$ cat src/hw/cbr_pkg.sv
package cbr_pkg;
   // ==================================================
   // sizes
   localparam int CBR_CHAN_CNT = 3;
   localparam int CBR_DATA_W = 24;
   localparam int CBR_REG_W = 16;
   localparam int CBR_ADDR_W = 6;

   // ==================================================
   // register offsets
   localparam logic [5:0] CBR_OFS_IDENT = 6'h00;
   localparam logic [5:0] CBR_OFS_STATUS = 6'h01;
   localparam logic [5:0] CBR_OFS_MODE = 6'h02;
   localparam logic [5:0] CBR_OFS_CLOCK = 6'h03;
   localparam logic [5:0] CBR_OFS_GAIN = 6'h04;
   localparam logic [5:0] CBR_OFS_CFG = 6'h06;
   localparam logic [5:0] CBR_OFS_CHANNEL0_PHASE_INPUT_CONFIG = 6'h09;
   localparam logic [5:0] CBR_OFS_CH0_OCAL_HI = 6'h0A;
   localparam logic [5:0] CBR_OFS_CH0_OCAL_LO = 6'h0B;

   // ==================================================
   // reset values
   localparam logic [15:0] CBR_RST_STATUS = 16'h0540;
   localparam logic [15:0] CBR_RST_MODE = 16'h0510;
   localparam logic [15:0] CBR_RST_CLOCK = 16'h070E;
   localparam logic [15:0] CBR_RST_GAIN = 16'h0000;
   localparam logic [15:0] CBR_RST_CFG = 16'h0600;
   localparam logic [15:0] CBR_RST_CH0 = 16'h0000;
   // identification: channel count field plus arbitrary low/high bits
   localparam logic [3:0] CBR_ID_CHANCNT = 4'h3;
   localparam logic [3:0] CBR_ID_TOP = 4'h2;
   localparam logic [7:0] CBR_ID_REV = 8'h5A; // arbitrary value

   // ==================================================
   // field positions
   localparam int CBR_MODE_FMT_BIT = 0;
   localparam int CBR_CLOCK_EN_LSB = 8;
   localparam int CBR_STATUS_FLAG_LSB = 0;

   // ==================================================
   // timing: length of the low pulse in pulse format
   localparam int CBR_PULSE_NS = 40;
   localparam int CBR_CLK_NS = 10;
   localparam int CBR_PULSE_CYC = (CBR_PULSE_NS + CBR_CLK_NS - 1) / CBR_CLK_NS;

   typedef enum logic {CBR_SEQ_IDLE, CBR_SEQ_SEND} cbr_seq_type;
endpackage

$ cat src/hw/cbr_chan_if.sv
`timescale 1ns/1ps
interface cbr_chan_if #(
   parameter int DATA_W = 24
);
   logic conv_done;
   logic [DATA_W-1:0] conv_data;
   logic rd_done;
   logic clear;
   logic [DATA_W-1:0] fifo_data;
   logic ready_flag;
   logic loaded;
   logic moved;

   modport chan (
      input conv_done, conv_data, rd_done, clear,
      output fifo_data, ready_flag, loaded, moved
   );
   modport ctrl (
      output conv_done, conv_data, rd_done, clear,
      input fifo_data, ready_flag, loaded, moved
   );
endinterface

$ cat src/hw/cbr_chan.sv
`timescale 1ns/1ps
module cbr_chan #(
   parameter int DATA_W = 24
) (
   // clock and reset
   input wire logic sys_clk_i,
   input wire logic rst_i,
   // channel link
   cbr_chan_if.chan ch
);
   typedef struct packed {
      logic [DATA_W-1:0] obuf;
      logic [DATA_W-1:0] fifo;
      logic unread;
      logic pend;
      logic loaded;
      logic moved;
   } cbr_chan_type;

   cbr_chan_type q, d;

   // ==================================================
   // buffer update; the read is applied before a conversion in the same cycle
   always_comb begin
      d = q;
      d.loaded = 1'b0;
      d.moved = 1'b0;
      if (ch.rd_done) begin
         d.unread = 1'b0;
         if (q.pend) begin
            d.fifo = q.obuf;
            d.pend = 1'b0;
            d.unread = 1'b1;
            d.moved = 1'b1;
         end
      end
      if (ch.conv_done) begin
         d.obuf = ch.conv_data;
         if (!d.unread) begin
            d.fifo = ch.conv_data;
            d.unread = 1'b1;
            d.loaded = 1'b1;
         end else if (d.pend) begin
            d.fifo = ch.conv_data;
            d.pend = 1'b0;
            d.loaded = 1'b1;
         end else begin
            d.pend = 1'b1;
         end
      end
      if (ch.clear) begin
         d = '0;
      end
   end

   always_ff @(posedge sys_clk_i or posedge rst_i) begin
      if (rst_i) begin
         q <= '0;
      end else begin
         q <= d;
      end
   end

   assign ch.fifo_data = q.fifo;
   assign ch.ready_flag = q.unread;
   assign ch.loaded = q.loaded;
   assign ch.moved = q.moved;
endmodule

$ cat src/hw/cbr_ready.sv
`timescale 1ns/1ps
module cbr_ready
   import cbr_pkg::*;
#(
   parameter int PULSE_CYC = CBR_PULSE_CYC
) (
   // clock and reset
   input wire logic sys_clk_i,
   input wire logic rst_i,
   // events
   input wire logic fmt_pulse_i,
   input wire logic loaded_i,
   input wire logic moved_i,
   input wire logic rd_done_i,
   input wire logic clear_i,
   // pin
   output logic data_ready_n_o
);
   typedef struct packed {
      logic pin_n;
      logic relow;
      logic [7:0] cnt;
   } cbr_ready_type;

   cbr_ready_type q, d;

   // ==================================================
   always_comb begin
      d = q;
      d.relow = 1'b0;
      if (fmt_pulse_i) begin
         // skipped pulses follow from loaded_i only firing on a real queue load
         if (loaded_i) begin
            d.pin_n = 1'b0;
            d.cnt = 8'(PULSE_CYC - 1);
         end else if (q.cnt != 8'h00) begin
            d.cnt = q.cnt - 8'h01;
         end else begin
            d.pin_n = 1'b1;
         end
      end else begin
         d.cnt = 8'h00;
         if (q.relow) begin
            d.pin_n = 1'b0;
         end
         if (rd_done_i) begin
            d.pin_n = 1'b1;
            d.relow = moved_i;
         end else if (loaded_i || moved_i) begin
            // one high cycle first, so a falling edge is always seen
            d.pin_n = 1'b1;
            d.relow = 1'b1;
         end
      end
      if (clear_i) begin
         d.pin_n = 1'b1;
         d.relow = 1'b0;
         d.cnt = 8'h00;
      end
   end

   always_ff @(posedge sys_clk_i or posedge rst_i) begin
      if (rst_i) begin
         q <= '{pin_n: 1'b1, relow: 1'b0, cnt: 8'h00};
      end else begin
         q <= d;
      end
   end

   assign data_ready_n_o = q.pin_n;
endmodule

$ cat src/hw/cbr_top.sv
`timescale 1ns/1ps
// How it works
// - empty or read queue: load both stages
// - unread queue, nothing pending: only output buffer updates
// - after read, pending result moves into queue
// - repeat read resends queue, buffers unchanged
// - conversion after read loads both stages if nothing was pending
// - second unread conversion overwrites both stages
// - level format: low on data, high when read
// - pulse format: short low pulse per result
// - level, unread: stays low, brief high
// - pulse, unread: next pulse skipped
// - data read clears status ready flags of channels with nothing pending
// - sync strobe clears both buffer stages
// - level double-read: narrow high pulse
// - serial data comes only from queue
// - each stage holds one result
module cbr_top
   import cbr_pkg::*;
#(
   parameter int NCH = CBR_CHAN_CNT,
   parameter int DATA_W = CBR_DATA_W,
   parameter int PULSE_CYC = CBR_PULSE_CYC,
   parameter logic [7:0] ID_REV = CBR_ID_REV
) (
   // clock and reset
   input wire logic sys_clk_i,
   input wire logic rst_i,
   // conversion side
   input wire logic [NCH-1:0] conv_done_i,
   input wire logic [NCH-1:0][DATA_W-1:0] conv_data_i,
   input wire logic sync_pulse_i,
   // data read side
   input wire logic frame_rd_i,
   input wire logic out_ready_i,
   output logic out_valid_o,
   output logic [DATA_W-1:0] out_data_o,
   output logic [1:0] out_chan_o,
   // register port
   input wire logic [CBR_ADDR_W-1:0] reg_addr_i,
   input wire logic reg_wr_i,
   input wire logic reg_rd_i,
   input wire logic [CBR_REG_W-1:0] reg_wdata_i,
   output logic [CBR_REG_W-1:0] reg_rdata_o,
   output logic reg_rvalid_o,
   // ready pin
   output logic data_ready_n_o
);
   typedef struct packed {
      cbr_seq_type st;
      logic [1:0] idx;
      logic [1:0] cnt;
      logic [DATA_W-1:0] dat0;
      logic [DATA_W-1:0] dat1;
      logic [1:0] chn0;
      logic [1:0] chn1;
      logic [15:0] mode;
      logic [15:0] clk;
      logic [15:0] gain;
      logic [15:0] cfg;
      logic [15:0] channel0_phase_input_config;
      logic [15:0] ocal_hi;
      logic [15:0] ocal_lo;
      logic [15:0] rdata;
      logic rvalid;
   } cbr_top_type;

   cbr_top_type q, d;

   logic [NCH-1:0][DATA_W-1:0] fifo_data;
   logic [NCH-1:0] ready_flag;
   logic [NCH-1:0] loaded;
   logic [NCH-1:0] moved;
   logic [NCH-1:0] chan_en;
   logic rd_done;
   logic pop;
   logic push;
   logic [1:0] slot;

   // ==================================================
   // channel stage pairs
   for (genvar i = 0; i < NCH; i++) begin : g_ch
      cbr_chan_if #(.DATA_W(DATA_W)) link ();
      assign link.conv_done = conv_done_i[i];
      assign link.conv_data = conv_data_i[i];
      assign link.rd_done = rd_done;
      assign link.clear = sync_pulse_i;
      assign fifo_data[i] = link.fifo_data;
      assign ready_flag[i] = link.ready_flag;
      assign loaded[i] = link.loaded;
      assign moved[i] = link.moved;
      cbr_chan #(.DATA_W(DATA_W)) u_chan (
         .sys_clk_i(sys_clk_i),
         .rst_i(rst_i),
         .ch(link)
      );
   end

   assign chan_en = q.clk[CBR_CLOCK_EN_LSB +: NCH];

   // ==================================================
   // register read decode
   function automatic logic [15:0] reg_read(input logic [CBR_ADDR_W-1:0] a,
                                            input cbr_top_type s,
                                            input logic [NCH-1:0] flags);
      logic [15:0] v;
      v = 16'h0000;
      unique case (a)
         CBR_OFS_IDENT: v = {CBR_ID_TOP, CBR_ID_CHANCNT, ID_REV};
         CBR_OFS_STATUS: begin
            v = CBR_RST_STATUS;
            v[CBR_STATUS_FLAG_LSB +: NCH] = flags;
         end
         CBR_OFS_MODE: v = s.mode;
         CBR_OFS_CLOCK: v = s.clk;
         CBR_OFS_GAIN: v = s.gain;
         CBR_OFS_CFG: v = s.cfg;
         CBR_OFS_CHANNEL0_PHASE_INPUT_CONFIG: v = s.channel0_phase_input_config;
         CBR_OFS_CH0_OCAL_HI: v = s.ocal_hi;
         CBR_OFS_CH0_OCAL_LO: v = s.ocal_lo;
         default: v = 16'h0000;
      endcase
      return v;
   endfunction

   // ==================================================
   // read sequencer and two-entry output buffer
   always_comb begin
      d = q;
      d.rvalid = 1'b0;
      rd_done = 1'b0;
      push = 1'b0;
      pop = (q.cnt != 2'd0) && out_ready_i;
      slot = pop ? q.cnt - 2'd1 : q.cnt;
      if (pop) begin
         d.dat0 = q.dat1;
         d.chn0 = q.chn1;
      end
      unique case (q.st)
         CBR_SEQ_IDLE: begin
            if (frame_rd_i) begin
               d.st = CBR_SEQ_SEND;
               d.idx = 2'd0;
            end
         end
         CBR_SEQ_SEND: begin
            // a full buffer holds the sequencer, so a stalled receiver loses nothing
            push = chan_en[q.idx] && ((q.cnt != 2'd2) || pop);
            if (!chan_en[q.idx] || push) begin
               if (q.idx == 2'(NCH - 1)) begin
                  d.st = CBR_SEQ_IDLE;
                  rd_done = 1'b1;
               end else begin
                  d.idx = q.idx + 2'd1;
               end
            end
         end
      endcase
      if (push) begin
         if (slot == 2'd0) begin
            d.dat0 = fifo_data[q.idx];
            d.chn0 = q.idx;
         end else begin
            d.dat1 = fifo_data[q.idx];
            d.chn1 = q.idx;
         end
      end
      d.cnt = slot + (push ? 2'd1 : 2'd0);
      if (sync_pulse_i) begin
         d.st = CBR_SEQ_IDLE;
         d.cnt = 2'd0;
         rd_done = 1'b0;
      end
      // writes to read-only or unmapped offsets fall through unchanged
      if (reg_wr_i) begin
         unique case (reg_addr_i)
            CBR_OFS_MODE: d.mode = reg_wdata_i;
            CBR_OFS_CLOCK: d.clk = reg_wdata_i;
            CBR_OFS_GAIN: d.gain = reg_wdata_i;
            CBR_OFS_CFG: d.cfg = reg_wdata_i;
            CBR_OFS_CHANNEL0_PHASE_INPUT_CONFIG: d.channel0_phase_input_config = reg_wdata_i;
            CBR_OFS_CH0_OCAL_HI: d.ocal_hi = reg_wdata_i;
            CBR_OFS_CH0_OCAL_LO: d.ocal_lo = reg_wdata_i;
            default: d.mode = q.mode;
         endcase
      end
      if (reg_rd_i) begin
         d.rdata = reg_read(reg_addr_i, q, ready_flag);
         d.rvalid = 1'b1;
      end
   end

   always_ff @(posedge sys_clk_i or posedge rst_i) begin
      if (rst_i) begin
         q <= '0;
         q.mode <= CBR_RST_MODE;
         q.clk <= CBR_RST_CLOCK;
         q.gain <= CBR_RST_GAIN;
         q.cfg <= CBR_RST_CFG;
         q.channel0_phase_input_config <= CBR_RST_CH0;
         q.ocal_hi <= CBR_RST_CH0;
         q.ocal_lo <= CBR_RST_CH0;
      end else begin
         q <= d;
      end
   end

   assign out_valid_o = (q.cnt != 2'd0);
   assign out_data_o = q.dat0;
   assign out_chan_o = q.chn0;
   assign reg_rdata_o = q.rdata;
   assign reg_rvalid_o = q.rvalid;

   // ==================================================
   // ready pin
   cbr_ready #(.PULSE_CYC(PULSE_CYC)) u_ready (
      .sys_clk_i(sys_clk_i),
      .rst_i(rst_i),
      .fmt_pulse_i(q.mode[CBR_MODE_FMT_BIT]),
      .loaded_i(|(loaded & chan_en)),
      .moved_i(|(moved & chan_en)),
      .rd_done_i(rd_done),
      .clear_i(sync_pulse_i),
      .data_ready_n_o(data_ready_n_o)
   );
endmodule

$ cat config.mk
export PLATFORM = sky130hd
export DESIGN_NAME = cbr_top
export DESIGN_NICKNAME = d
export VERILOG_FILES = /design/src/hw/cbr_pkg.sv /design/src/hw/cbr_chan_if.sv /design/src/hw/cbr_chan.sv /design/src/hw/cbr_ready.sv /design/src/hw/cbr_top.sv
export SDC_FILE = /design/constraint.sdc
export NUM_CORES = 1
export LEC_CHECK = 0
export ABC_AREA = 1
export BUFFER_PORTS_ARGS = -buffer_cell sky130_fd_sc_hd__buf_2
export CAP_MARGIN = 0
export CORE_UTILIZATION = 41
export DETAILED_ROUTE_END_ITERATION = 7
export SLEW_MARGIN = 30
export SYNTH_ARGS = -nofsm -noshare
export SYNTH_HDL_FRONTEND = slang
export SYNTH_SLANG_ARGS = --single-unit
$ cat constraint.sdc
create_clock -name sys_clk_i -period 16.1 [get_ports sys_clk_i]
set_input_delay 2.415 -clock sys_clk_i [delete_from_list [all_inputs] [get_ports sys_clk_i]]
set_output_delay 2.415 -clock sys_clk_i [all_outputs]
set_load 0.005 [all_outputs]
Word level (Yosys, flattened, before mapping)
Cells that the tools add are included.

Bits in registers: 352. Latch bits: 0. Memory bits (writable): 0. Memory bits (read-only): 0. Bits of input ports: 104. Output and inout port bits: 45. Word-level logic and storage cells: 161. Memories: 0.

$add $sub $neg: 4. Multiply operators: 0. Div/mod/pow operators: 0. Magnitude comparators: 1. Equal/unequal tests: 15. Shift-type cells: 0. Muxes and demuxes: 74. Bitwise logic cells: 4. Reduce and logical (&&, ||, !) cells: 26.

Operators by type and width (count): $mux W24 (10); $mux W52 (4); $mux W26 (6); $mux W51 (3); $pmux W16 S9 (1); $bmux W24 S2 (1); $mux W1 (33); $mux W8 (3); $eq A6 B4 Y1 const B (3); $reduce_and A2 Y1 (9); $mux W2 (8); $eq A6 B2 Y1 const B (2); $eq A6 B3 Y1 const B (2); $mux W10 (1); $reduce_bool A2 Y1 (4); $reduce_bool A8 Y1 (1); $sub A8 B1 Y8 const B (1); $and A3 B3 Y3 (2); $eq A6 B1 Y1 const B (1); $logic_not A6 Y1 (1); $mux W3 (2); $ne A2 B2 Y1 const B (3); $pmux W3 S2 (1); $reduce_or A3 Y1 (2); 16 further kinds (20).

Logic depth before layout (Yosys ltp)
Gate-level depths: netlist of run 1.

Depth in word-level cells: 13. Depth in mapped cells: 14.

Modules after synthesis
Synthesis of run 1 repeated with hierarchy kept, for this count alone.

Cell total of the unflattened synthesis: 2343. Area total of the unflattened synthesis: 17976.0 µm².

Modules (own cells, without submodules): cbr_top (instances 1, cells an instance 1203, area an instance 9347.7 µm², seq. area each 4668.2 µm²); cbr_chan (instances 3, cells an instance 353, area an instance 2663.8 µm², seq. area each 1301.2 µm²); cbr_ready (instances 1, cells an instance 81, area an instance 636.9 µm², seq. area each 251.5 µm²).

Least setup slack after synthesis of run 1
No wires, ideal clock.

Path type: input-to-reg. Start point: input out_ready_i. End point: register g_ch[2].u_chan.q (netlist bit g_ch[2].u_chan.ch.fifo_data[18]). Arrival time: 3.723 ns. Slack: 12.258 ns. Stages on the path: 10. Cell sequence: buf_4 a21oi_2 nand3_2 nand3_4 buf_6 clkbuf_1 nand2_1 nand2_1 a21boi_1 nor2_1.

RTL lines: from (decl) (line cbr_top.sv:35) `input wire logic out_ready_i,`; to (signal assigned) (line cbr_chan.sv:58) `q <= '0;`; to (signal assigned) (line cbr_chan.sv:60) `q <= d;`; to (decl) (line cbr_chan.sv:20) `cbr_chan_type q, d;`.

Worst setup path in the final report of run 1
Start point: input out_ready_i. End point: register q[137] (netlist bit).

Cells in the longest elaborated chain, start to end: 5. Elaborated cells on any way between the ends: 8. Classes of those cells: mux: 2; bitwise: 1; reduce/logical: 5.

RTL lines: $logic_and A1 B1 Y1 * (line cbr_top.sv:133) `pop = (q.cnt != 2'd0) && out_ready_i;`; $mux W2 / $logic_or A1 B1 Y1 (equally long branches) (line cbr_top.sv:134, cbr_top.sv:148); $logic_not A2 Y1 / $logic_and A1 B1 Y1 (equally long branches) (line cbr_top.sv:160, cbr_top.sv:148); $not A1 Y1 (no source line) / $mux W1 (equally long branches); $reduce_and A2 Y1 (no source line) *; to (decl) (line cbr_top.sv:68) `cbr_top_type q, d;`.

Every way passes the cells marked *; elsewhere a longest branch is shown, timed or not. A chain may end at the register's enable or synchronous reset.

==> reports/qor.log, run 1 <==
qor: run_status.run_status completed
qor: worst_hold_path.timing.hold.worst_endpoint q[155]$_DFFE_PP0P_
qor: worst_setup_path.worst-r2r-cell-count 11
qor: clocking.ctsRootBufferMaster sky130_fd_sc_hd__clkbuf_16
qor: clocking.htreeDepth 2
qor: sta.period_minus_slack 4.43 ns
qor: synthesis.postSynthRegisterBits 352
qor: pwr.ir_worst_vdd 0.0000667 V
qor: sta.part_of_the_cycle_the_worst_path_needs 27.5%
qor: sta.grt_setup_unrepaired no
qor: clocking.numClockSinks 352
qor: clocking.ctsResizeCount 0
qor: clocking.cts_post_setup_buffers_inserted 0
qor: synthesis.synth_cells 2,338
qor: synthesis.yosys_warnings 0
qor: clocking.clk_transition_reported_paths 0.06 ns
qor: worst_hold_path.holdCritStartpoint q[155]$_DFFE_PP0P_
qor: global_route.grt_start_max_net_pins 151
qor: worst_setup_path.critical_path_arrival 4.85 ns
qor: pwr.total_leakage_power 10.1 nW
qor: clocking.cts_buffers 41
qor: die.standard_cell_core_area 0.0431 sq mm
qor: synthesis.synthesis.nets 2,451
qor: drt.detail_route.first_pass.iterations 5
qor: sta.timing.hold.ws 0.472 ns
qor: placement.place.detailed.hpwl 31,400 um
qor: placement.placed_cells 2,910
qor: clocking.cts_buffer_depth 3
qor: die.start_util 41.5%
qor: worst_setup_path.timing.setup.critical_path_class input pin to register
qor: drt.route.detailed.vias_per_inst 5.21
qor: worst_hold_path.timing.hold.worst.class register to register
qor: sta.finalHoldViolCount 0
qor: drt.drc_errors 0
qor: cells_and_area.final_cell_count_without_fillers 2,981
qor: die.chipHeight 211 um
qor: cells_and_area.commonest_cells_after_routing_fill_and_taps_aside sky130_fd_sc_hd__nand2_1 (734), sky130_fd_sc_hd__dfrtp_1 (338), sky130_fd_sc_hd__inv_1 (267)
qor: global_route.gr-usage-all-layers 23.4%
qor: sta.timing.setup.tns 0 ns
qor: sta.timing.slew.headroom 36.4%
qor: clocking.worstSkewPairLatency 0.56 ns
qor: synthesis.synth-edff-count 0
qor: worst_setup_path.rrSetupSlack 12.23 ns
qor: sta.max_freq 226 MHz
qor: cells_and_area.post-route-cell-area 0.0199 sq mm
qor: placement.pre_cts_slack 11.12 ns
qor: global_route.number_of_antenna_violations_at_the_first_check_in_global_routing 1
qor: placement.placed_area 0.0187 sq mm
qor: drt.detail_route.wirelength 51,100 um
qor: synthesis.netlist-cell-type-count 41
qor: sta.worst_margin_slew 0.954 ns
qor: sta.finClkSkew 0.0165 ns
qor: worst_setup_path.cp_required 16.52 ns
qor: worst_setup_path.worst_setup_path_end_kind register
qor: global_route.global_route_wire_length_before_repair 81,400 um
qor: sta.final-setup-viol-count 0
qor: worst_setup_path.rr_startpoint q[183]$_DFFE_PP0P_
qor: synthesis.synthArstFlopShare 100%
qor: job.timing.max_cap.violations 0
qor: worst_hold_path.worstHoldPathCells 2
qor: cells_and_area.final_common_cell sky130_fd_sc_hd__nand2_1
qor: pwr.finalPower 2.68 mW
qor: drt.route.detailed.wl_per_inst 17.1 um
qor: synthesis.post_synth_instance_area 0.0179 sq mm
qor: die.ios 149
qor: cells_and_area.register_area 0.00883 sq mm
qor: sta.drv_slew 0
qor: cells_and_area.layout.nets 2,481
qor: sta.post-route-worst-setup-slack 11.67 ns
qor: synthesis.post_synth.cell_area_avg 7.65 sq um
qor: worst_setup_path.crit_path_max_fanout 38
qor: cells_and_area.areaGrowthSynthToFinish 11.5%
qor: worst_setup_path.cp-start-kind input pin
qor: drt.dr_total_vias 15,500
qor: global_route.residual_overflow_from_global_routing 0
qor: cells_and_area.fill_cells 4,348
qor: synthesis.synth_sequential_area_ratio 49.3%
qor: pwr.pwr_density 134 mW/mm^2
qor: cells_and_area.share_of_final_layout_standard_cells_stronger_than_drive_strength_1 11.8%
qor: worst_setup_path.r2r-end g_ch[1].u_chan.ch.fifo_data[12]$_DFF_PP0_
qor: drt.count_of_antenna_violating_nets_left_after_detailed_routing 0
qor: cells_and_area.utilization 46.3%
qor: placement.io_buffer_count 148
qor: placement.place_congestion 0.810
qor: die.fp-row-count 76
qor: synthesis.synth-main-ff-cell sky130_fd_sc_hd__dfrtp_1
qor: clocking.holdBufCountCts 0
qor: die.die_area 0.0445 sq mm
qor: global_route.via_count_of_the_first_global_routing_pass 14,600
qor: clocking.cts_tree done
qor: cells_and_area.combined_area_of_the_multi_input_logic_cells 0.00713 sq mm
qor: drt.drt_iter0_markers 1,439
qor: die.chipWidth 211 um
[cell families (layout without fill, tap and decap cells)]
| kind of cell | after synthesis | after routing | synth area share [%] |
|---|---|---|---|
| xor+xnor | 2 | 2 | 0.0980 |
| buf+inv | 461 | 518 | 11.0 |
| other cells | 0 | 1 | 0 |
| fa+ha+maj | 9 | 9 | 0.630 |
| mux | 10 | 10 | 0.630 |
| flops | 352 | 352 | 49.3 |
| compound gates | 489 | 489 | 15.7 |
| simple gates | 1015 | 1015 | 22.6 |
[state kept, by name, indices dropped and copies added (netlist names), 3 cells and up]
signal and cells:
out_data_o 24, g_ch.u_chan.ch.loaded 3, g_ch.u_chan.ch.fifo_data 72, q 140
chan_en 3, g_ch.u_chan.q 75, u_ready.q 9, g_ch.u_chan.ch.moved 3
g_ch.u_chan.ch.ready_flag 3, reg_rdata_o 16
[worst max-delay path, stage by stage]
cell and delay, ns:
sky130_fd_sc_hd__buf_2 0.32, sky130_fd_sc_hd__nand2_1 0.41, sky130_fd_sc_hd__o21ai_1 0.33, sky130_fd_sc_hd__nor2_1 0.11
sky130_fd_sc_hd__nor2_2 0.55, sky130_fd_sc_hd__inv_2 0.46, sky130_fd_sc_hd__nand2_1 0.17, sky130_fd_sc_hd__o21ai_1 0.07
[power breakdown]
group	switching, mW	internal, mW
combinational	0.447	0.225
clock	0.368	0.514
sequential	0.0993	1.02
[layout make-up]
type	count	share of cell area, %
Antenna cell	1	0.0126
Sequential cell	352	44.3
Clock inverter	7	0.213
Clock buffer	63	6.06
Timing Repair Buffer	171	4.73
Multi-Input combinational cell	1525	35.8
Inverter	277	5.28
Tap cell	585	3.67
[layer usage]
metal | track usage [%] | vias up | share of wire [%]
met2 | 35.8 | 472 | 46
met4 | 7.45 | 0 | 2.5
met3 | 3.64 | 66 | 5.9
met1 | 33.9 | 7521 | 46
met5 | 0 | - | 0
li1 | - | 7471 | -
[worst max path at each step]
stage	start	endpoint	slack, ns	cells after the start
after floorplan	rst_i	g_ch[0].u_chan.ch.fifo_data[0]$_DFF_PP0_	3.94	1
after global placement	out_ready_i	g_ch[0].u_chan.ch.fifo_data[13]$_DFF_PP0_	10.63	10
after detailed placement	out_ready_i	q[137]$_DFFE_PP0P_	11.12	8
after CTS	out_ready_i	q[137]$_DFFE_PP0P_	11.70	8
after global routing	out_ready_i	g_ch[0].u_chan.ch.fifo_data[10]$_DFF_PP0_	11.44	10
final	out_ready_i	q[137]$_DFFE_PP0P_	11.67	8
[synthesized netlist by cell type, types with 4 or more instances]
cell / number / area (sq um)
sky130_fd_sc_hd__a31oi_1: 17 / 106
sky130_fd_sc_hd__o21ai_1: 7 / 35.0
sky130_fd_sc_hd__inv_2: 6 / 22.5
sky130_fd_sc_hd__o21ai_0: 252 / 1260
sky130_fd_sc_hd__nand2_1: 743 / 2790
sky130_fd_sc_hd__nor2_1: 128 / 480
sky130_fd_sc_hd__a22oi_1: 16 / 120
sky130_fd_sc_hd__mux2_2: 10 / 113
sky130_fd_sc_hd__buf_4: 45 / 338
sky130_fd_sc_hd__dfstp_2: 12 / 315
sky130_fd_sc_hd__dfrtp_1: 340 / 8510
sky130_fd_sc_hd__buf_6: 4 / 45.0
sky130_fd_sc_hd__a21oi_1: 40 / 200
sky130_fd_sc_hd__buf_1: 7 / 26.3
sky130_fd_sc_hd__inv_1: 269 / 1010
sky130_fd_sc_hd__a21boi_1: 33 / 248
sky130_fd_sc_hd__nand3_1: 115 / 576
sky130_fd_sc_hd__clkbuf_1: 103 / 387
sky130_fd_sc_hd__a21boi_0: 36 / 270
sky130_fd_sc_hd__nand4_1: 14 / 87.6
sky130_fd_sc_hd__o22ai_1: 75 / 469
sky130_fd_sc_hd__buf_2: 25 / 125
sky130_fd_sc_hd__ha_1: 9 / 113
Note: power is estimated with default switching activity, not from simulation.
==> inputs of run 2 (changes only) <==
Settings changed: ABC_AREA 1 to 0.
Clock period 16.1 ns to 4.59 ns, I/O delays scaled along.
==> reports/qor.log, run 2 <==
qor: run_status.run_status completed
qor: synthesis.synth-main-ff-cell sky130_fd_sc_hd__dfrtp_1
qor: die.ios 149
qor: synthesis.synthTopCellsByArea sky130_fd_sc_hd__dfrtp_1 (51%), sky130_fd_sc_hd__mux2i_1 (11%), sky130_fd_sc_hd__mux2_2 (9.8%)
qor: synthesis.post_synth_instance_area 0.0168 sq mm
qor: worst_setup_path.worst-r2r-cell-count 8
qor: pwr.power.switching 2.52 mW
qor: clocking.cts_post_setup_buffers_inserted 0
qor: synthesis.share_of_synthesized_cell_area_in_full_adder_half_adder_and_majority_cells 0.670%
qor: cells_and_area.layout.nets 1,671
qor: cells_and_area.areaGrowthSynthToFinish 13.6%
qor: pwr.pwr-share-seq 43.4%
qor: cells_and_area.register_containing_the_most_flip_flops_in_the_final_layout q
qor: sta.worst_margin_slew 0.905 ns
qor: drt.drc_errors 0
qor: worst_setup_path.rr_startpoint q[184]$_DFFE_PP0P_
qor: cells_and_area.fill_cells 3,624
qor: synthesis.synth_compound_gate_area_share 9.66%
qor: pwr.cell_internal_power_dissipation 6.21 mW
qor: placement.io_buffer_count 148
qor: sta.final-setup-viol-count 0
qor: sta.part_of_the_cycle_the_worst_path_needs 70.9%
qor: synthesis.netlist-cell-type-count 55
qor: global_route.via_count_of_the_first_global_routing_pass 11,600
qor: global_route.number_of_antenna_violations_at_the_first_check_in_global_routing 1
qor: clocking.holdBufCountCts 0
qor: drt.dr_total_vias 11,900
qor: clocking.numClockSinks 352
qor: pwr.total_leakage_power 8.82 nW
qor: sta.finalHoldViolCount 0
qor: cells_and_area.commonest_cells_after_routing_fill_and_taps_aside sky130_fd_sc_hd__dfrtp_1 (340), sky130_fd_sc_hd__mux2i_1 (179), sky130_fd_sc_hd__mux2_2 (147), sky130_fd_sc_hd__buf_2 (147), sky130_fd_sc_hd__nor2_1 (135)
qor: drt.drt_iter0_markers 777
qor: synthesis.muxShareOfSynthArea 21.2%
qor: job.timing.max_cap.violations 0
qor: cells_and_area.share_of_final_layout_standard_cells_stronger_than_drive_strength_1 26.3%
qor: die.die_area 0.0418 sq mm
qor: die.start_util 41.9%
qor: drt.route.detailed.vias_per_inst 5.63
qor: sta.max_freq 307 MHz
qor: placement.placed_area 0.0177 sq mm
qor: worst_hold_path.timing.hold.worst.class input pin to asynchronous set/reset pin
qor: worst_setup_path.crit_path_max_fanout 30
qor: synthesis.post_synth.cell_area_avg 11.3 sq um
qor: die.standard_cell_core_area 0.0401 sq mm
qor: worst_setup_path.cp_required 5.02 ns
qor: global_route.grt_start_max_net_pins 184
qor: synthesis.synthDominantAreaCellType sky130_fd_sc_hd__dfrtp_1
qor: worst_setup_path.timing.critical_path.to g_ch[1].u_chan.ch.fifo_data[4]$_DFF_PP0_
qor: sta.period_minus_slack 3.25 ns
qor: sta.timing.hold.ws 0.291 ns
qor: clocking.ctsResizeCount 0
qor: synthesis.synthesis.nets 1,605
qor: worst_setup_path.worst_setup_path_startpoint q[184]$_DFFE_PP0P_
qor: synthesis.synth_most_common_cell sky130_fd_sc_hd__dfrtp_1
qor: clocking.cts_buffers 40
qor: worst_setup_path.worst_setup_path_end_kind register
qor: worst_setup_path.rrSetupSlack 1.34 ns
qor: synthesis.yosys_warnings 0
qor: sta.grt_setup_unrepaired no
qor: clocking.clk_transition_reported_paths 0.06 ns
qor: synthesis.synth.cells.most_frequent sky130_fd_sc_hd__dfrtp_1 (340), sky130_fd_sc_hd__mux2i_1 (179), sky130_fd_sc_hd__mux2_2 (147), sky130_fd_sc_hd__nor2_1 (135), sky130_fd_sc_hd__nand2_1 (102)
qor: pwr.ir_worst_vdd 0.000244 V
qor: synthesis.synth_top_family_by_area multiplexers
qor: pwr.p_sw_share 28.9%
qor: placement.place_congestion 0.796
qor: worst_setup_path.timing.setup.critical_path_class register to register
qor: pwr.finalPower 8.73 mW
qor: die.fp-row-count 73
qor: synthesis.synth_sequential_area_ratio 52.5%
qor: global_route.global_route_wire_length_before_repair 68,400 um
qor: die.chipHeight 204 um
qor: pwr.clock_power_share 37.3%
qor: pwr.power.share.combinational 19.3%
qor: cells_and_area.flip_flop_count_of_the_largest_register_all_copies_and_words_added 140
qor: synthesis.synth_xor_xnor_area_share 0.469%
qor: cells_and_area.utilization 47.6%
qor: synthesis.postSynthRegisterBits 352
qor: clocking.cts_buffer_depth 3
qor: worst_setup_path.cp-start-kind register
qor: clocking.ctsRootBufferMaster sky130_fd_sc_hd__clkbuf_16
qor: cells_and_area.post-route-cell-area 0.0191 sq mm
qor: drt.count_of_antenna_violating_nets_left_after_detailed_routing 0
qor: cells_and_area.final_common_cell sky130_fd_sc_hd__dfrtp_1
qor: die.chipWidth 204 um
qor: sta.finClkSkew 0.0174 ns
qor: global_route.residual_overflow_from_global_routing 0
qor: clocking.cts_tree done
qor: placement.place.detailed.hpwl 28,500 um
qor: clocking.worstSkewPairLatency 0.56 ns
qor: drt.route.detailed.wl_per_inst 20.6 um
qor: drt.detail_route.wirelength 43,700 um
qor: synthesis.synth-edff-count 0
qor: synthesis.synthArstFlopShare 100%
qor: drt.detail_route.first_pass.iterations 5
qor: worst_setup_path.r2r-end g_ch[1].u_chan.ch.fifo_data[4]$_DFF_PP0_
qor: synthesis.yosys.area_share.simple 10.1%
qor: pwr.pwr_density 457 mW/mm^2
qor: worst_setup_path.critical_path_arrival 3.69 ns
qor: clocking.htreeDepth 2
qor: sta.timing.slew.headroom 39.5%
qor: synthesis.synth_cells 1,492
qor: sta.drv_slew 0
qor: global_route.gr-usage-all-layers 21.1%
qor: synthesis.synthDominantCellAreaShare 50.6%
[run 2: changes by cell type after synthesis, moves of 31 or more]
| cell | change |
|---|---|
| sky130_fd_sc_hd__inv_1 | -241 |
| sky130_fd_sc_hd__nor3_1 | +87 |
| sky130_fd_sc_hd__a21oi_1 | -31 |
| sky130_fd_sc_hd__o21ai_0 | -224 |
| sky130_fd_sc_hd__o22ai_1 | -60 |
| sky130_fd_sc_hd__a21boi_1 | -33 |
| sky130_fd_sc_hd__nand3_1 | -101 |
| sky130_fd_sc_hd__a21boi_0 | -36 |
| sky130_fd_sc_hd__a221oi_1 | +73 |
| sky130_fd_sc_hd__mux2i_1 | +179 |
| sky130_fd_sc_hd__nand2_1 | -641 |
| sky130_fd_sc_hd__mux2_2 | +137 |
[run 2: layout make-up]
type | count | area, sq um | share of cell area (%)
flip-flops and latches | 352 | 8820 | 46.2
clock buffers | 61 | 1190 | 6.24
repair buffers | 178 | 1020 | 5.37
multi-input cells | 952 | 7120 | 37.3
diodes | 1 | 2.50 | 0.0131
well taps | 525 | 657 | 3.44
clock inverters | 12 | 149 | 0.780
inverters | 34 | 136 | 0.714
[run 2: stage by stage]
stage	instances	setup slack [ns]	setup TNS, ns
floorplan	1492	-0.803	-273.05
global placement	2039	1.31	0
detailed placement	2039	1.24	0
CTS	2112	1.35	0
global route	2115	1.11	0
finish	2115	1.34	0
[run 2: power by group through the flow]
stage / clock, mW / sequential, mW / combinational (mW)
finish: 3.25 / 3.79 / 1.68
global route: 3.45 / 3.84 / 1.86
CTS: 3.33 / 3.79 / 1.69
detailed placement: 0 / 3.85 / 1.69
global placement: 0 / 3.83 / 1.66
floorplan: 0 / 3.76 / 1.27
[run 2: worst min path at each step]
| stage | slack (ns) | cells after the start | from | end |
|---|---|---|---|---|
| after floorplan | 0.46 | 1 | q[129]$_DFFE_PP0P_ | q[129]$_DFFE_PP0P_ |
| after global placement | 0.47 | 1 | q[135]$_DFFE_PP0P_ | q[135]$_DFFE_PP0P_ |
| after detailed placement | 0.48 | 1 | q[141]$_DFFE_PP0P_ | q[141]$_DFFE_PP0P_ |
| after CTS | 0.37 | 3 | conv_data_i[46] | g_ch[1].u_chan.q[50]$_DFFE_PP0P_ |
| after global routing | 0.31 | 3 | rst_i | g_ch[1].u_chan.ch.fifo_data[8]$_DFF_PP0_ |
| final | 0.29 | 3 | rst_i | g_ch[1].u_chan.q[28]$_DFFE_PP0P_ |
[run 2: worst max-delay path, stage by stage (launching register included)]
cell and delay [ns]:
sky130_fd_sc_hd__dfrtp_1 0.38, sky130_fd_sc_hd__buf_4 0.46, sky130_fd_sc_hd__ha_1 0.37, sky130_fd_sc_hd__nand2_1 0.20, sky130_fd_sc_hd__o311ai_2 0.26, sky130_fd_sc_hd__buf_4 0.34
sky130_fd_sc_hd__nand3_1 0.43, sky130_fd_sc_hd__buf_4 0.36, sky130_fd_sc_hd__a221oi_1 0.31
[run 2: kinds of logic (layout without fill, tap and decap cells)]
kind of cell,Yosys count,after routing
flip-flops,352,352
AO/OA/AOI/OAI,216,216
adder cells (fa/ha/maj),9,9
other,0,1
multiplexers,336,336
AND/OR/NAND/NOR,382,382
XOR/XNOR,9,9
buffers and inverters,188,285
[run 2: layer usage]
metal  vias up  wire [um]  global-route usage, %
li1       5490          -                      -
met4         0       1200                   7.17
met2       272      19200                   30.7
met5         -          0                      0
met3        64       1960                   3.24
met1      6079      21300                   31.8
==> inputs of run 3 (changes only) <==
Settings changed: ABC_AREA 0 to 1.
Clock period 4.59 ns to 2.9 ns, I/O delays scaled along.
==> reports/qor.log, run 3 (synthesis gave the netlist of run 1 again) <==
qor: cells_and_area.fill_cells 4,242
qor: placement.pre_cts_slack 0.408 ns
qor: cells_and_area.layout.nets 2,516
qor: drt.route.detailed.vias_per_inst 5.16
qor: sta.max_freq 403 MHz
qor: drt.detail_route.first_pass.iterations 5
qor: clocking.clk_transition_reported_paths 0.06 ns
qor: sta.timing.slew.headroom 46.9%
qor: placement.io_buffer_count 148
qor: placement.place.detailed.hpwl 33,800 um
qor: pwr.ir_worst_vdd 0.000501 V
qor: die.chipWidth 211 um
qor: cells_and_area.register_containing_the_most_flip_flops_in_the_final_layout q
qor: global_route.global_route_wire_length_before_repair 82,700 um
qor: sta.part_of_the_cycle_the_worst_path_needs 85.6%
qor: job.timing.max_cap.violations 0
qor: global_route.residual_overflow_from_global_routing 0
qor: sta.period_minus_slack 2.48 ns
qor: worst_setup_path.critical_path_arrival 2.89 ns
qor: die.ios 149
qor: worst_setup_path.crit_path_max_fanout 38
qor: cells_and_area.share_of_final_layout_standard_cells_stronger_than_drive_strength_1 12.9%
qor: worst_hold_path.timing.hold.worst_endpoint g_ch[1].u_chan.q[45]$_DFFE_PP0P_
qor: worst_setup_path.cp_common_cell sky130_fd_sc_hd__nand2_1
qor: worst_hold_path.worstHoldPathCells 3
qor: sta.grt_setup_unrepaired no
qor: cells_and_area.diodes 0
qor: clocking.cts_tree done
qor: worst_setup_path.cp-start-kind register
qor: sta.post-route-worst-setup-slack 0.417 ns
qor: worst_setup_path.cp_required 3.31 ns
qor: worst_setup_path.crit_buf_inv 3
qor: pwr.pwr_density 753 mW/mm^2
qor: run_status.run_status completed
qor: global_route.number_of_antenna_violations_at_the_first_check_in_global_routing 0
qor: worst_setup_path.crit_slowest_cell sky130_fd_sc_hd__nor2_2
qor: worst_setup_path.crit_chain buf_4, nand2_1, nand3_2, nand2_1, nor3_1, inv_1, nor2_2, inv_2, nand2_1, o21ai_0
qor: worst_hold_path.holdCritStartpoint conv_data_i[41]
qor: cells_and_area.areaGrowthSynthToFinish 13.8%
qor: clocking.cts_buffers 41
qor: cells_and_area.final_common_cell sky130_fd_sc_hd__nand2_1
qor: cells_and_area.utilization 47.3%
qor: global_route.grt_start_max_net_pins 77
qor: worst_setup_path.rr_startpoint q[183]$_DFFE_PP0P_
qor: die.die_area 0.0445 sq mm
qor: drt.count_of_antenna_violating_nets_left_after_detailed_routing 0
qor: clocking.worstSkewPairLatency 0.58 ns
qor: die.start_util 41.5%
qor: sta.finalHoldViolCount 0
qor: worst_setup_path.worst_setup_path_end_kind register
qor: die.standard_cell_core_area 0.0431 sq mm
qor: clocking.ctsRootBufferMaster sky130_fd_sc_hd__clkbuf_16
qor: worst_setup_path.timing.setup.critical_path_class register to register
qor: worst_setup_path.crit_path_max_cell_delay 0.50 ns
qor: die.fp-row-count 76
qor: worst_hold_path.timing.hold.worst.class input pin to register
qor: global_route.via_count_of_the_first_global_routing_pass 15,000
qor: sta.timing.setup.tns 0 ns
qor: drt.drc_errors 0
qor: worst_setup_path.worst_path_dominant_cell_family simple AND/OR/NAND/NOR gates
qor: sta.final-setup-viol-count 0
qor: sta.worst_margin_slew 0.796 ns
qor: worst_setup_path.worst-r2r-cell-count 10
qor: sta.finClkSkew 0.0274 ns
qor: clocking.cts_buffer_depth 3
qor: clocking.numClockSinks 352
qor: cells_and_area.flip_flop_count_of_the_largest_register_all_copies_and_words_added 140
qor: sta.drv_slew 0
qor: placement.place_congestion 0.822
qor: global_route.gr-usage-all-layers 23.6%
qor: cells_and_area.commonest_cells_after_routing_fill_and_taps_aside sky130_fd_sc_hd__nand2_1 (743), sky130_fd_sc_hd__dfrtp_1 (340), sky130_fd_sc_hd__inv_1 (267)
qor: drt.detail_route.wirelength 51,500 um
qor: die.chipHeight 211 um
qor: worst_setup_path.r2r-end q[142]$_DFFE_PP0P_
qor: worst_setup_path.rrSetupSlack 0.42 ns
qor: drt.route.detailed.wl_per_inst 17.1 um
qor: clocking.htreeDepth 2
qor: clocking.cts_post_setup_buffers_inserted 0
qor: pwr.total_leakage_power 10.3 nW
qor: drt.drt_iter0_markers 1,277
qor: drt.dr_total_vias 15,600
qor: pwr.finalPower 15.3 mW
-- run 3: cell types whose count changed in the layout (fill, tap and decap cells not counted), moves of 16 or more --
| cell | before | now |
|---|---|---|
| sky130_fd_sc_hd__mux2_2 | 147 | 10 |
| sky130_fd_sc_hd__a21oi_1 | 9 | 40 |
| sky130_fd_sc_hd__o21ai_0 | 28 | 252 |
| sky130_fd_sc_hd__buf_4 | 27 | 51 |
| sky130_fd_sc_hd__a221oi_1 | 73 | 0 |
| sky130_fd_sc_hd__mux2i_1 | 179 | 0 |
| sky130_fd_sc_hd__nor3_1 | 90 | 3 |
| sky130_fd_sc_hd__a21boi_1 | 0 | 33 |
| sky130_fd_sc_hd__o22ai_1 | 15 | 75 |
| sky130_fd_sc_hd__nand3_1 | 12 | 115 |
| sky130_fd_sc_hd__inv_1 | 27 | 267 |
| sky130_fd_sc_hd__nand2_1 | 102 | 743 |
| sky130_fd_sc_hd__a31oi_1 | 33 | 17 |
| sky130_fd_sc_hd__a21boi_0 | 0 | 36 |
-- run 3: how the worst max path moves through the flow --
stage | start | to | slack, ns | cells after the start
final | q[183]$_DFFE_PP0P_ | q[142]$_DFFE_PP0P_ | 0.42 | 10
after floorplan | rst_i | g_ch[0].u_chan.ch.fifo_data[0]$_DFF_PP0_ | -2.24 | 1
after global routing | q[182]$_DFF_PP0_ | q[142]$_DFFE_PP0P_ | 0.18 | 9
after global placement | q[181]$_DFF_PP0_ | q[139]$_DFFE_PP0P_ | 0.55 | 10
after CTS | q[183]$_DFFE_PP0P_ | q[142]$_DFFE_PP0P_ | 0.38 | 10
after detailed placement | q[183]$_DFFE_PP0P_ | q[135]$_DFFE_PP0P_ | 0.41 | 10
-- run 3: metrics by stage --
stage          std cells  hold slack [ns]  instance area [sq um]
4_1_cts             3021            0.117                  20400
2_1_floorplan       2338            0.443                  17900
3_3_place_gp        2944            0.455                  18900
5_1_grt             3021            0.141                  20400
3_5_place_dp        2944            0.459                  18900
6_report            3021            0.137                  20400
-- run 3: area by class of cell --
cell class	instances	area (sq um)	area share, %
sequential	352	8820	43.3
clock inverter	15	159	0.781
multi-input combinational	1525	7100	34.9
tap	585	732	3.60
clock buffer	61	1240	6.10
inverter	277	1040	5.13
timing repair buffer	206	1250	6.16
-- run 3: routing by layer --
| layer | vias up | track usage [%] | wire, um |
|---|---|---|---|
| met5 | - | 0 | 0 |
| met1 | 7503 | 33.7 | 23900 |
| met2 | 465 | 36.7 | 23300 |
| met3 | 78 | 3.40 | 2880 |
| li1 | 7556 | - | - |
| met4 | 0 | 8.25 | 1420 |
-- run 3: report_power, final --
group | switching (mW) | internal (mW) | total (mW)
Sequential | 0.434 | 5.68 | 6.12
Combinational | 2.56 | 1.32 | 3.88
Clock | 2.17 | 3.16 | 5.33
-- run 3: repair_timing --
item	in CTS	in global routing
hold endpoints to repair	13	0
gates resized for setup	0	0
hold buffers	1	0
-- run 3: worst register-to-register path, stage by stage, from the launching register on --
cell,delay [ns]
sky130_fd_sc_hd__dfrtp_1,0.39
sky130_fd_sc_hd__buf_4,0.22
sky130_fd_sc_hd__nand2_1,0.09
sky130_fd_sc_hd__nand3_2,0.09
sky130_fd_sc_hd__nand2_1,0.05
sky130_fd_sc_hd__nor3_1,0.21
sky130_fd_sc_hd__inv_1,0.11
sky130_fd_sc_hd__nor2_2,0.50
sky130_fd_sc_hd__inv_2,0.44
sky130_fd_sc_hd__nand2_1,0.14
sky130_fd_sc_hd__o21ai_0,0.09
